### src/verilog/synth2_pkg.sv
package synth2_pkg;

  // Bus geometry
  localparam int          APB_AW   = 12;
  localparam int          APB_DW   = 32;
  localparam int          REG_W    = 8;
  localparam int          NUM_REGS = 8;
  localparam int          SLOT_W   = 3;
  localparam int          IDX_W    = 10;

  // Register indices; byte address is four times the index
  localparam logic [IDX_W-1:0] IDX_CTRL_A       = 10'h047;
  localparam logic [IDX_W-1:0] IDX_CTRL_B       = 10'h048;
  localparam logic [IDX_W-1:0] IDX_DIV_HIGH     = 10'h049;
  localparam logic [IDX_W-1:0] IDX_DIV_LOW      = 10'h04a;
  localparam logic [IDX_W-1:0] IDX_NUM_TOP      = 10'h04b;
  localparam logic [IDX_W-1:0] IDX_NUM_MID      = 10'h04c;
  localparam logic [IDX_W-1:0] IDX_NUM_BOTTOM   = 10'h04d;
  localparam logic [IDX_W-1:0] IDX_DEN_TOP      = 10'h04e;
  localparam logic [IDX_W-1:0] IDX_STATUS       = 10'h060;

  // Slot numbers inside the register array
  localparam logic [SLOT_W-1:0] SLOT_CTRL_A     = 3'h0;
  localparam logic [SLOT_W-1:0] SLOT_CTRL_B     = 3'h1;
  localparam logic [SLOT_W-1:0] SLOT_DIV_HIGH   = 3'h2;
  localparam logic [SLOT_W-1:0] SLOT_DIV_LOW    = 3'h3;
  localparam logic [SLOT_W-1:0] SLOT_NUM_TOP    = 3'h4;
  localparam logic [SLOT_W-1:0] SLOT_NUM_MID    = 3'h5;
  localparam logic [SLOT_W-1:0] SLOT_NUM_BOTTOM = 3'h6;
  localparam logic [SLOT_W-1:0] SLOT_DEN_TOP    = 3'h7;

  // Field positions
  localparam int          POST_SEL_LSB = 2;
  localparam int          POST_SEL_MSB = 4;
  localparam int          RESYNC_BIT   = 1;
  localparam int          PDN_BIT      = 0;
  localparam int          DOUBLER_BIT  = 4;
  localparam int          CP_MSB       = 3;
  localparam int          DIV_HI_MSB   = 3;
  localparam int          TOP6_MSB     = 5;
  localparam int          STS_ENABLE   = 0;
  localparam int          STS_BUSY     = 1;
  localparam int          STS_DONE     = 2;

  // Reset values and writable-bit masks, by slot
  localparam logic [REG_W-1:0] RST_VALUES [NUM_REGS] =
    '{8'h1e, 8'h18, 8'h00, 8'h64, 8'h00, 8'h00, 8'h00, 8'h00};
  localparam logic [REG_W-1:0] WR_MASKS [NUM_REGS] =
    '{8'h1f, 8'h3f, 8'h0f, 8'hff, 8'h3f, 8'hff, 8'hff, 8'h3f};

  // Decoded ratio limits and reset values of the decoded outputs
  localparam logic [3:0]  POST_MIN_RATIO   = 4'h2;
  localparam logic [3:0]  POST_STEP        = 4'h1;
  localparam logic [11:0] INT_MIN_RATIO    = 12'h001;
  localparam logic [3:0]  POST_RATIO_RST   = 4'h8;
  localparam logic [11:0] INT_RATIO_RST    = 12'h064;
  localparam logic [6:0]  CP_CURRENT_RST   = 7'h1c;

  // Charge pump current in 0.1 mA steps by gain code; unlisted codes give zero
  localparam logic [6:0]  CP_TABLE [16] =
    '{7'h00, 7'h04, 7'h08, 7'h10, 7'h40, 7'h0c, 7'h14, 7'h18,
      7'h1c, 7'h00, 7'h00, 7'h00, 7'h00, 7'h00, 7'h00, 7'h00};

  // Calibration timing
  localparam int          CLK_PERIOD_NS    = 100;
  localparam int          CAL_TIME_NS      = 10000;
  localparam int          CAL_CYCLES_DFLT  = CAL_TIME_NS / CLK_PERIOD_NS;

  typedef enum logic [1:0] {
    CAL_OFF,
    CAL_RUN,
    CAL_DONE
  } cal_state_t;

endpackage

### src/verilog/synth_cfg_if.sv
`timescale 1ns/100ps
interface synth_cfg_if;
  logic [2:0]  post_sel;
  logic [11:0] int_div;
  logic [3:0]  cp_gain;
  logic [3:0]  post_ratio;
  logic [11:0] int_ratio;
  logic [6:0]  cp_current;

  modport regs   (output post_sel, int_div, cp_gain, input post_ratio, int_ratio, cp_current);
  modport decode (input post_sel, int_div, cp_gain, output post_ratio, int_ratio, cp_current);
endinterface

### src/verilog/synth_cfg_decode.sv
`timescale 1ns/100ps
module synth_cfg_decode
  import synth2_pkg::*;
(
  // Clock and reset
  input  wire logic pclk,
  input  wire logic presetn,
  // Raw fields in, decoded values out
  synth_cfg_if.decode cfg
);

  // Post-divider: codes below two clamp to two, higher codes give code plus one
  always_ff @(posedge pclk or negedge presetn) begin
    if (!presetn) begin
      cfg.post_ratio <= POST_RATIO_RST;
    end else if ({1'b0, cfg.post_sel} < POST_MIN_RATIO) begin
      cfg.post_ratio <= POST_MIN_RATIO;
    end else begin
      cfg.post_ratio <= {1'b0, cfg.post_sel} + POST_STEP;
    end
  end

  // Integer divider: zero and one both mean divide by one
  always_ff @(posedge pclk or negedge presetn) begin
    if (!presetn) begin
      cfg.int_ratio <= INT_RATIO_RST;
    end else if (cfg.int_div <= INT_MIN_RATIO) begin
      cfg.int_ratio <= INT_MIN_RATIO;
    end else begin
      cfg.int_ratio <= cfg.int_div;
    end
  end

  // Charge pump current lookup; the mapping is not monotonic, so a table
  always_ff @(posedge pclk or negedge presetn) begin
    if (!presetn) begin
      cfg.cp_current <= CP_CURRENT_RST;
    end else begin
      cfg.cp_current <= CP_TABLE[cfg.cp_gain];
    end
  end

endmodule

### src/verilog/second_synth_config_regs.sv
// How it works
// - Three-bit post-divider code: zero and one divide by two, others by code plus one.
// - With resync enabled (reset one), a sync event resynchronizes this synthesizer's channels.
// - After hardware reset with power-down clear, enable synthesizer and calibrate automatically.
// - Setting power-down disables the synthesizer and holds calibration in reset.
// - Clearing power-down re-enables the synthesizer and restarts calibration by itself.
// - Doubler bit (reset one) doubles the secondary reference fed to this synthesizer.
// - Four-bit gain code picks charge pump current through a non-monotonic table.
// - Integer divider bits eleven to eight come from the high register's low nibble.
// - Divider low byte resets to 0x64; codes zero and one divide by one.
// - Numerator bits 21..16 from low six bits of top register; all reset zero.
// - Middle numerator register gives bits 15..8, bottom register bits 7..0.
// - Denominator bits 21..16 come from low six bits of its top register.
//
// Register access over APB is this design's own decision.
`timescale 1ns/100ps
module second_synth_config_regs
  import synth2_pkg::*;
#(
  parameter int CAL_CYCLES = CAL_CYCLES_DFLT
) (
  // Clock and reset
  input  wire logic                pclk,
  input  wire logic                presetn,
  // APB slave
  input  wire logic [APB_AW-1:0]   paddr,
  input  wire logic                psel,
  input  wire logic                penable,
  input  wire logic                pwrite,
  input  wire logic [APB_DW-1:0]   pwdata,
  input  wire logic [3:0]          pstrb,
  output logic      [APB_DW-1:0]   prdata,
  output logic                     pready,
  output logic                     pslverr,
  // Synchronization event pin
  input  wire logic                sync_event_pin,
  // Channel resynchronization request
  output logic                     channel_resync,
  // Synthesizer power and calibration
  output logic                     synth_enable,
  output logic                     cal_reset,
  output logic                     cal_busy,
  output logic                     cal_done,
  // Reference path
  output logic                     secondary_ref_doubler_enable,
  // Loop settings
  output logic [3:0]               charge_pump_gain,
  output logic [6:0]               charge_pump_current,
  output logic [2:0]               post_divider_select,
  output logic [3:0]               post_divide_ratio,
  output logic                     resync_enable,
  output logic                     synth_power_down,
  // Feedback divider
  output logic [11:0]              integer_feedback_divider,
  output logic [11:0]              integer_divide_ratio,
  output logic [21:0]              fractional_numerator,
  output logic [5:0]               fractional_denominator_top
);

  localparam int CNT_W = (CAL_CYCLES > 1) ? $clog2(CAL_CYCLES) : 1;
  localparam logic [CNT_W-1:0] CNT_LAST = CNT_W'(CAL_CYCLES - 1);

  // Register storage, one byte per slot
  logic [REG_W-1:0]  regs_q [NUM_REGS];

  // Bus decode
  logic [IDX_W-1:0]  word_idx;
  logic              aligned;
  logic              slot_hit;
  logic              status_hit;
  logic              addr_hit;
  logic [IDX_W-1:0]  slot_offset;
  logic [SLOT_W-1:0] slot;
  logic              setup_phase;
  logic              access_phase;
  logic              wr_en;
  logic [APB_DW-1:0] prdata_q;
  logic [APB_DW-1:0] rd_word;
  logic [REG_W-1:0]  status_byte;

  // Calibration sequencer
  cal_state_t        state_q;
  logic [CNT_W-1:0]  cnt_q;

  // Sync pin synchronizer and edge detect
  logic              sync_meta_q;
  logic              sync_stable_q;
  logic              sync_prev_q;
  logic              channel_resync_q;

  // Decoder link
  synth_cfg_if       cfg_bus ();

  // Address decode; low address bits must be zero for a hit
  assign word_idx    = paddr[APB_AW-1:2];
  assign aligned     = (paddr[1:0] == 2'h0);
  assign slot_offset = word_idx - IDX_CTRL_A;
  assign slot        = slot_offset[SLOT_W-1:0];
  assign slot_hit    = aligned && (word_idx >= IDX_CTRL_A) && (word_idx <= IDX_DEN_TOP);
  assign status_hit  = aligned && (word_idx == IDX_STATUS);
  assign addr_hit    = slot_hit || status_hit;

  // Phases of an APB transfer
  assign setup_phase  = psel && !penable;
  assign access_phase = psel && penable;

  // Only the low byte lane carries register data; other lanes are ignored
  assign wr_en = access_phase && pwrite && slot_hit && pstrb[0];

  // Register writes; reserved bits are masked so they stay zero
  always_ff @(posedge pclk or negedge presetn) begin
    if (!presetn) begin
      for (int i = 0; i < NUM_REGS; i++) begin
        regs_q[i] <= RST_VALUES[i];
      end
    end else if (wr_en) begin
      regs_q[slot] <= pwdata[REG_W-1:0] & WR_MASKS[slot];
    end
  end

  // Status byte shows the sequencer's own state
  always_comb begin
    status_byte             = '0;
    status_byte[STS_ENABLE] = synth_enable;
    status_byte[STS_BUSY]   = cal_busy;
    status_byte[STS_DONE]   = cal_done;
  end

  // Read mux; bits above the byte read as zero
  always_comb begin
    rd_word = '0;
    if (slot_hit) begin
      rd_word[REG_W-1:0] = regs_q[slot];
    end else if (status_hit) begin
      rd_word[REG_W-1:0] = status_byte;
    end
  end

  // Read data is captured in the setup cycle so prdata comes from a flop
  // and the access phase can complete with no wait state.
  always_ff @(posedge pclk or negedge presetn) begin
    if (!presetn) begin
      prdata_q <= '0;
    end else if (setup_phase && !pwrite) begin
      prdata_q <= rd_word;
    end
  end

  // APB answer: always ready, error on any unmapped or unaligned address
  assign prdata  = prdata_q;
  assign pready  = 1'b1;
  assign pslverr = access_phase && !addr_hit;

  // Calibration sequencer. Reset lands in CAL_RUN because power-down
  // resets to zero, so calibration starts on its own after reset.
  // A power-down write must persist at least one cycle to be seen, which
  // any APB write does, so a set-then-clear pair always restarts calibration.
  always_ff @(posedge pclk or negedge presetn) begin
    if (!presetn) begin
      state_q <= CAL_RUN;
    end else begin
      case (state_q)
        CAL_OFF: begin
          if (!synth_power_down) begin
            state_q <= CAL_RUN;
          end
        end
        CAL_RUN: begin
          if (synth_power_down) begin
            state_q <= CAL_OFF;
          end else if (cnt_q == CNT_LAST) begin
            state_q <= CAL_DONE;
          end
        end
        CAL_DONE: begin
          if (synth_power_down) begin
            state_q <= CAL_OFF;
          end
        end
        default: begin
          state_q <= CAL_OFF;
        end
      endcase
    end
  end

  // Calibration timer; cleared whenever calibration is not running so a
  // restart always gets the full interval.
  always_ff @(posedge pclk or negedge presetn) begin
    if (!presetn) begin
      cnt_q <= '0;
    end else if (state_q == CAL_RUN && !synth_power_down && cnt_q != CNT_LAST) begin
      cnt_q <= cnt_q + 1'b1;
    end else if (state_q != CAL_RUN) begin
      cnt_q <= '0;
    end
  end

  // Power and calibration outputs follow the sequencer state
  assign synth_enable = (state_q != CAL_OFF);
  assign cal_reset    = (state_q == CAL_OFF);
  assign cal_busy     = (state_q == CAL_RUN);
  assign cal_done     = (state_q == CAL_DONE);

  // Sync pin crosses into pclk through two flops before anything reads it
  always_ff @(posedge pclk or negedge presetn) begin
    if (!presetn) begin
      sync_meta_q   <= 1'b0;
      sync_stable_q <= 1'b0;
      sync_prev_q   <= 1'b0;
    end else begin
      sync_meta_q   <= sync_event_pin;
      sync_stable_q <= sync_meta_q;
      sync_prev_q   <= sync_stable_q;
    end
  end

  // One-cycle resync request on a rising sync edge while resync is enabled
  always_ff @(posedge pclk or negedge presetn) begin
    if (!presetn) begin
      channel_resync_q <= 1'b0;
    end else begin
      channel_resync_q <= sync_stable_q && !sync_prev_q && resync_enable;
    end
  end

  assign channel_resync = channel_resync_q;

  // Control fields straight from the register flops
  assign post_divider_select          = regs_q[SLOT_CTRL_A][POST_SEL_MSB:POST_SEL_LSB];
  assign resync_enable                = regs_q[SLOT_CTRL_A][RESYNC_BIT];
  assign synth_power_down             = regs_q[SLOT_CTRL_A][PDN_BIT];
  assign secondary_ref_doubler_enable = regs_q[SLOT_CTRL_B][DOUBLER_BIT];
  assign charge_pump_gain             = regs_q[SLOT_CTRL_B][CP_MSB:0];

  // Divider words assembled from their byte registers
  assign integer_feedback_divider = {regs_q[SLOT_DIV_HIGH][DIV_HI_MSB:0],
                                     regs_q[SLOT_DIV_LOW]};
  assign fractional_numerator     = {regs_q[SLOT_NUM_TOP][TOP6_MSB:0],
                                     regs_q[SLOT_NUM_MID],
                                     regs_q[SLOT_NUM_BOTTOM]};
  assign fractional_denominator_top = regs_q[SLOT_DEN_TOP][TOP6_MSB:0];

  // Feed the decoder; its outputs are registered one cycle behind the fields
  assign cfg_bus.post_sel = post_divider_select;
  assign cfg_bus.int_div  = integer_feedback_divider;
  assign cfg_bus.cp_gain  = charge_pump_gain;

  synth_cfg_decode u_decode (
    .pclk    (pclk),
    .presetn (presetn),
    .cfg     (cfg_bus.decode)
  );

  // Decoded ratios and current
  assign post_divide_ratio    = cfg_bus.post_ratio;
  assign integer_divide_ratio = cfg_bus.int_ratio;
  assign charge_pump_current  = cfg_bus.cp_current;

endmodule

### config.mk
export PLATFORM = sky130hd
export DESIGN_NAME = second_synth_config_regs
export DESIGN_NICKNAME = d
export VERILOG_FILES = /design/src/verilog/synth2_pkg.sv /design/src/verilog/synth_cfg_if.sv /design/src/verilog/synth_cfg_decode.sv /design/src/verilog/second_synth_config_regs.sv
export SDC_FILE = /design/constraint.sdc
export NUM_CORES = 1
export LEC_CHECK = 0
export ABC_CLOCK_PERIOD_IN_PS = 1300
export BUFFER_PORTS_ARGS = -buffer_cell sky130_fd_sc_hd__buf_4
export CELL_PAD_IN_SITES_DETAIL_PLACEMENT = 1
export CELL_PAD_IN_SITES_GLOBAL_PLACEMENT = 2
export CORE_MARGIN = 1
export CORE_UTILIZATION = 30
export DETAILED_ROUTE_END_ITERATION = 10
export GPL_TIMING_DRIVEN = 0
export PLACE_DENSITY = 0.84
export SYNTH_ARGS = -nofsm -noshare
export SYNTH_HDL_FRONTEND = slang
export SYNTH_SLANG_ARGS = --single-unit
### constraint.sdc
create_clock -name pclk -period 1.3 [get_ports pclk]
set_input_delay 0.195 -clock pclk [delete_from_list [all_inputs] [get_ports pclk]]
set_output_delay 0.195 -clock pclk [all_outputs]
set_load 0.01 [all_outputs]
==> results_tabular.tex <==
\begin{tabular}{lr}
\hline
Metric & Value \\
\hline
\multicolumn{2}{l}{\textbf{Power}} \\
Clock share of power & 34.5\% \\
Net switching fraction of the power & 28.4\% \\
Largest vdd supply drop & 465 uV \\
Internal power of the cells & 5.49 mW \\
Total power & 7.67 mW \\
Sw power & 2.18 mW \\
PwrDens & 898 nW/um2 \\
Logic gate share of total power & 19.3\% \\
Leakage component of the power & 4.27 nW \\
Sequential group share of total power & 46.2\% \\
\multicolumn{2}{l}{\textbf{Global routing}} \\
Antenna violations before repair & 0 \\
Global-route congestion overflow total & 0 \\
Global-route wire length before repair & 26.6 mm \\
Number of global-route vias before repair & 4587 \\
Global-route usage over all layers & 18.2\% \\
Pin count of the biggest net entering global routing & 106 \\
\multicolumn{2}{l}{\textbf{Clock network}} \\
CTS root buf & clkbuf\_16 \\
Clock Sinks & 105 \\
H-tree level count & 3 \\
CTS clock-pin slew for the worst setup and hold paths & 70 ps \\
Clk Latency, worst-skew pair & 360 ps \\
Clock tree from TritonCTS & built \\
Maximum root-to-sink buffer count & 2 \\
Total CTS buffers & 9 \\
\multicolumn{2}{l}{\textbf{Timing}} \\
Final worst-path setup slack & -345 ps \\
Setup repair after global routing missed its margin & true \\
WHS & 110 ps \\
Time the worst path needs with I/O delays and setup & 1650 ps \\
Post-Route Skew & 7.23 ps \\
Max-slew headroom & 64.1\% \\
Post-Route Setup TNS & -18710 ps \\
Final setup violation count & 81 \\
Final hold violations & 0 \\
Max Fclk & 0.608 GHz \\
Slew at the pin closest to its max-slew limit & 539 ps \\
Final period util & 127\% \\
Count of pins over their slew limit & 0 \\
\multicolumn{2}{l}{\textbf{Route}} \\
Drt total wl & 17.0 mm \\
DRC violation count after routing & 22 \\
Total iterations of the first detailed-routing run & 7 \\
Antenna viol nets, final & 0 \\
DR WL/cell & 18.8 um \\
Iteration-0 DRC Markers & 177 \\
Total via count after detailed routing & 4232 \\
Routed via count divided by cell count & 4.66 \\
\multicolumn{2}{l}{\textbf{Cells and area}} \\
Diode insertion count for antenna repair & 0 \\
Fraction of layout cells with a size suffix above 1 & 67.9\% \\
Growth of design area from synthesis to finish & 53.1\% \\
Net count, final & 738 \\
\multicolumn{2}{l}{\textbf{Outcome}} \\
Violated checks & DRC, setup timing \\
Result of the run & complete, but fails checks \\
\multicolumn{2}{l}{\textbf{Placement}} \\
Placement-stage worst setup slack & -1220 ps \\
Post-detailed-placement half-perimeter wirelength & 11.3 mm \\
Weighted congestion reported at the end of routability-driven placement & 0.812 \\
Port-buffer cells & 108 \\
\multicolumn{2}{l}{\textbf{Floorplanning}} \\
CORE AREA & 18100 um2 \\
Placement row count & 49 \\
Initial cell density of the core & 30.8\% \\
Area of the die & 19100 um2 \\
Count of boundary I/O pins & 166 \\
Horiz. Die Dim & 138 um \\
Vert. Die Dim & 138 um \\
\multicolumn{2}{l}{\textbf{Synth}} \\
FFs w/ async S/R, synth & 100\% \\
Total of warnings raised by yosys & 0 \\
Top post-synthesis cells by area & dfrtp\_1 (39\%), mux2\_2 (16\%), buf\_4 (10\%), dfstp\_2 (8.0\%), ha\_1 (2.2\%) \\
Most used DFF post-synth & dfrtp\_1 \\
Synth cell count leaders & dfrtp\_1 (88), buf\_4 (77), mux2\_2 (77), clkbuf\_1 (17), dfstp\_2 (17) \\
Syn Inst Count & 464 \\
Netlist cell types & 51 \\
Syn Area/Cell & 12.0 um2 \\
Number of synthesized register bits & 105 \\
Dominant cell by count in the synthesized netlist & dfrtp\_1 \\
Sequential fraction of the synthesis area & 47.5\% \\
Synth Cell Area & 5580 um2 \\
EDFF count, synth & 0 \\
Largest area contributor in the synthesized netlist & dfrtp\_1 \\
Area share of the largest cell type after synthesis & 39.5\% \\
\multicolumn{2}{l}{\textbf{Critical path}} \\
Worst Path Max Fanout & 8 \\
Slack of the worst reg-to-reg path & -50 ps \\
Req. time, crit path & 1540 ps \\
Category of the critical setup timing path & input pin to flop \\
Worst Path Arrival & 1890 ps \\
Kind of end point of the critical path & flop \\
CP startpoint kind & input pin \\
\multicolumn{2}{l}{\textbf{Hold path}} \\
Worst min-delay path class & input pin to flop \\
\multicolumn{2}{l}{\textbf{Flow run}} \\
Max-cap violation count & 0 \\
\hline
\end{tabular}
power by group through the flow:
stage,clock network [mW],logic [mW],registers [mW]
global route,2.83,1.58,3.56
floorplan,0,0.660,3.53
global placement,0,0.932,3.55
CTS,2.72,1.29,3.53
finish,2.65,1.48,3.54
detailed placement,0,0.978,3.57
logic make-up after synthesis:
| kind of cell | synth area share (%) |
|---|---|
| compound gates | 5.57 |
| xor+xnor | 1.26 |
| fa+ha+maj | 2.24 |
| buf+inv | 13.1 |
| flops | 47.5 |
| mux | 18.2 |
| other cells | 0.135 |
| simple gates | 12.1 |
layer usage:
layer | GRT usage [%] | part of all wire [%] | routed length (um)
met4 | 5.50 | 1.9 | 316
met3 | 3.36 | 3.8 | 642
met2 | 33.0 | 53 | 9060
met5 | 0 | 0 | 0
met1 | 21.7 | 41 | 7020
stage by stage:
stage | area [um2] | cells | utilization, %
after detailed placement | 7040 | 827 | 38.9
after CTS | 8140 | 886 | 45.0
after global routing | 8540 | 908 | 47.2
final | 8540 | 908 | 47.2
after floorplan | 5940 | 490 | -
after global placement | 7040 | 827 | 38.9
placed cells by master, fill, tap and decap left out, drive strengths merged, types with 5 or more instances in the layout:
| cell | n |
|---|---|
| buf | 258 |
| dfrtp | 88 |
| mux2 | 81 |
| conb | 28 |
| clkbuf | 26 |
| dfstp | 17 |
| nor3b | 15 |
| inv | 14 |
| nor2 | 12 |
| mux2i | 10 |
| nand2 | 10 |
| o22ai | 10 |
| ha | 10 |
| nor2b | 8 |
| o31ai | 8 |
| nor4 | 7 |
| o21ai | 6 |
| a211oi | 5 |
| and2 | 5 |
| nand2b | 5 |
| xnor2 | 5 |
cell type report:
cell class,instances,area [um2]
buffer,96,759
inverter,11,48.8
multi-input combinational,271,2930
sequential,105,2660
fill,1878,9550
clock inverter,6,51.3
tap,229,287
clock buffer,10,229
timing repair buffer,180,1570
registers in the layout, summed over array words and instances (netlist names):
| name | flops |
|---|---|
| u_decode.cfg.int_ratio | 12 |
| sync_prev_q | 1 |
| fractional_denominator_top | 6 |
| prdata | 8 |
| secondary_ref_doubler_enable | 1 |
| fractional_numerator | 22 |
| u_decode.cfg.cp_current | 4 |
| cnt_q | 7 |
| resync_enable | 1 |
| channel_resync | 1 |
| sync_meta_q | 1 |
| synth_power_down | 1 |
| u_decode.cfg.post_ratio | 4 |
| charge_pump_gain | 4 |
| post_divider_select | 3 |
| integer_feedback_divider | 12 |
| regs_q | 14 |
| state_q | 2 |
| sync_stable_q | 1 |
path summary, 6_finish.rpt:
kind,endpoint,startpoint,depth (start not counted)
hold reg to reg,sync_stable_q$_DFF_PN0_,sync_meta_q$_DFF_PN0_,0
hold / removal,regs_q[53]$_DFFE_PN0P_,pwdata[5],2
min in group asynchronous,cnt_q[5]$_DFFE_PN0P_,presetn,2
setup / recovery,integer_feedback_divider[10]$_DFFE_PN0P_,paddr[2],10
setup reg to reg,prdata[2]$_DFFE_PN0P_,state_q[0]$_DFFE_PN1P_,5
max in group asynchronous,integer_feedback_divider[10]$_DFFE_PN0P_,presetn,3
what timing repair did:
item	CTS	global route
pin swaps	27	24
gates resized for setup	103	45
setup buffers	49	21
hold buffers	1	1
hold endpoints to repair	1	88
setup endpoints to repair	101	95
critical path, stage by stage:
cell	delay, ps
buf_8	110
buf_12	120
inv_8	50
ha_4	130
buf_6	100
nand3b_1	140
a31oi_4	180
nor4_4	350
buf_12	190
mux2_4	310
Power figures use the tool's default switching activity.
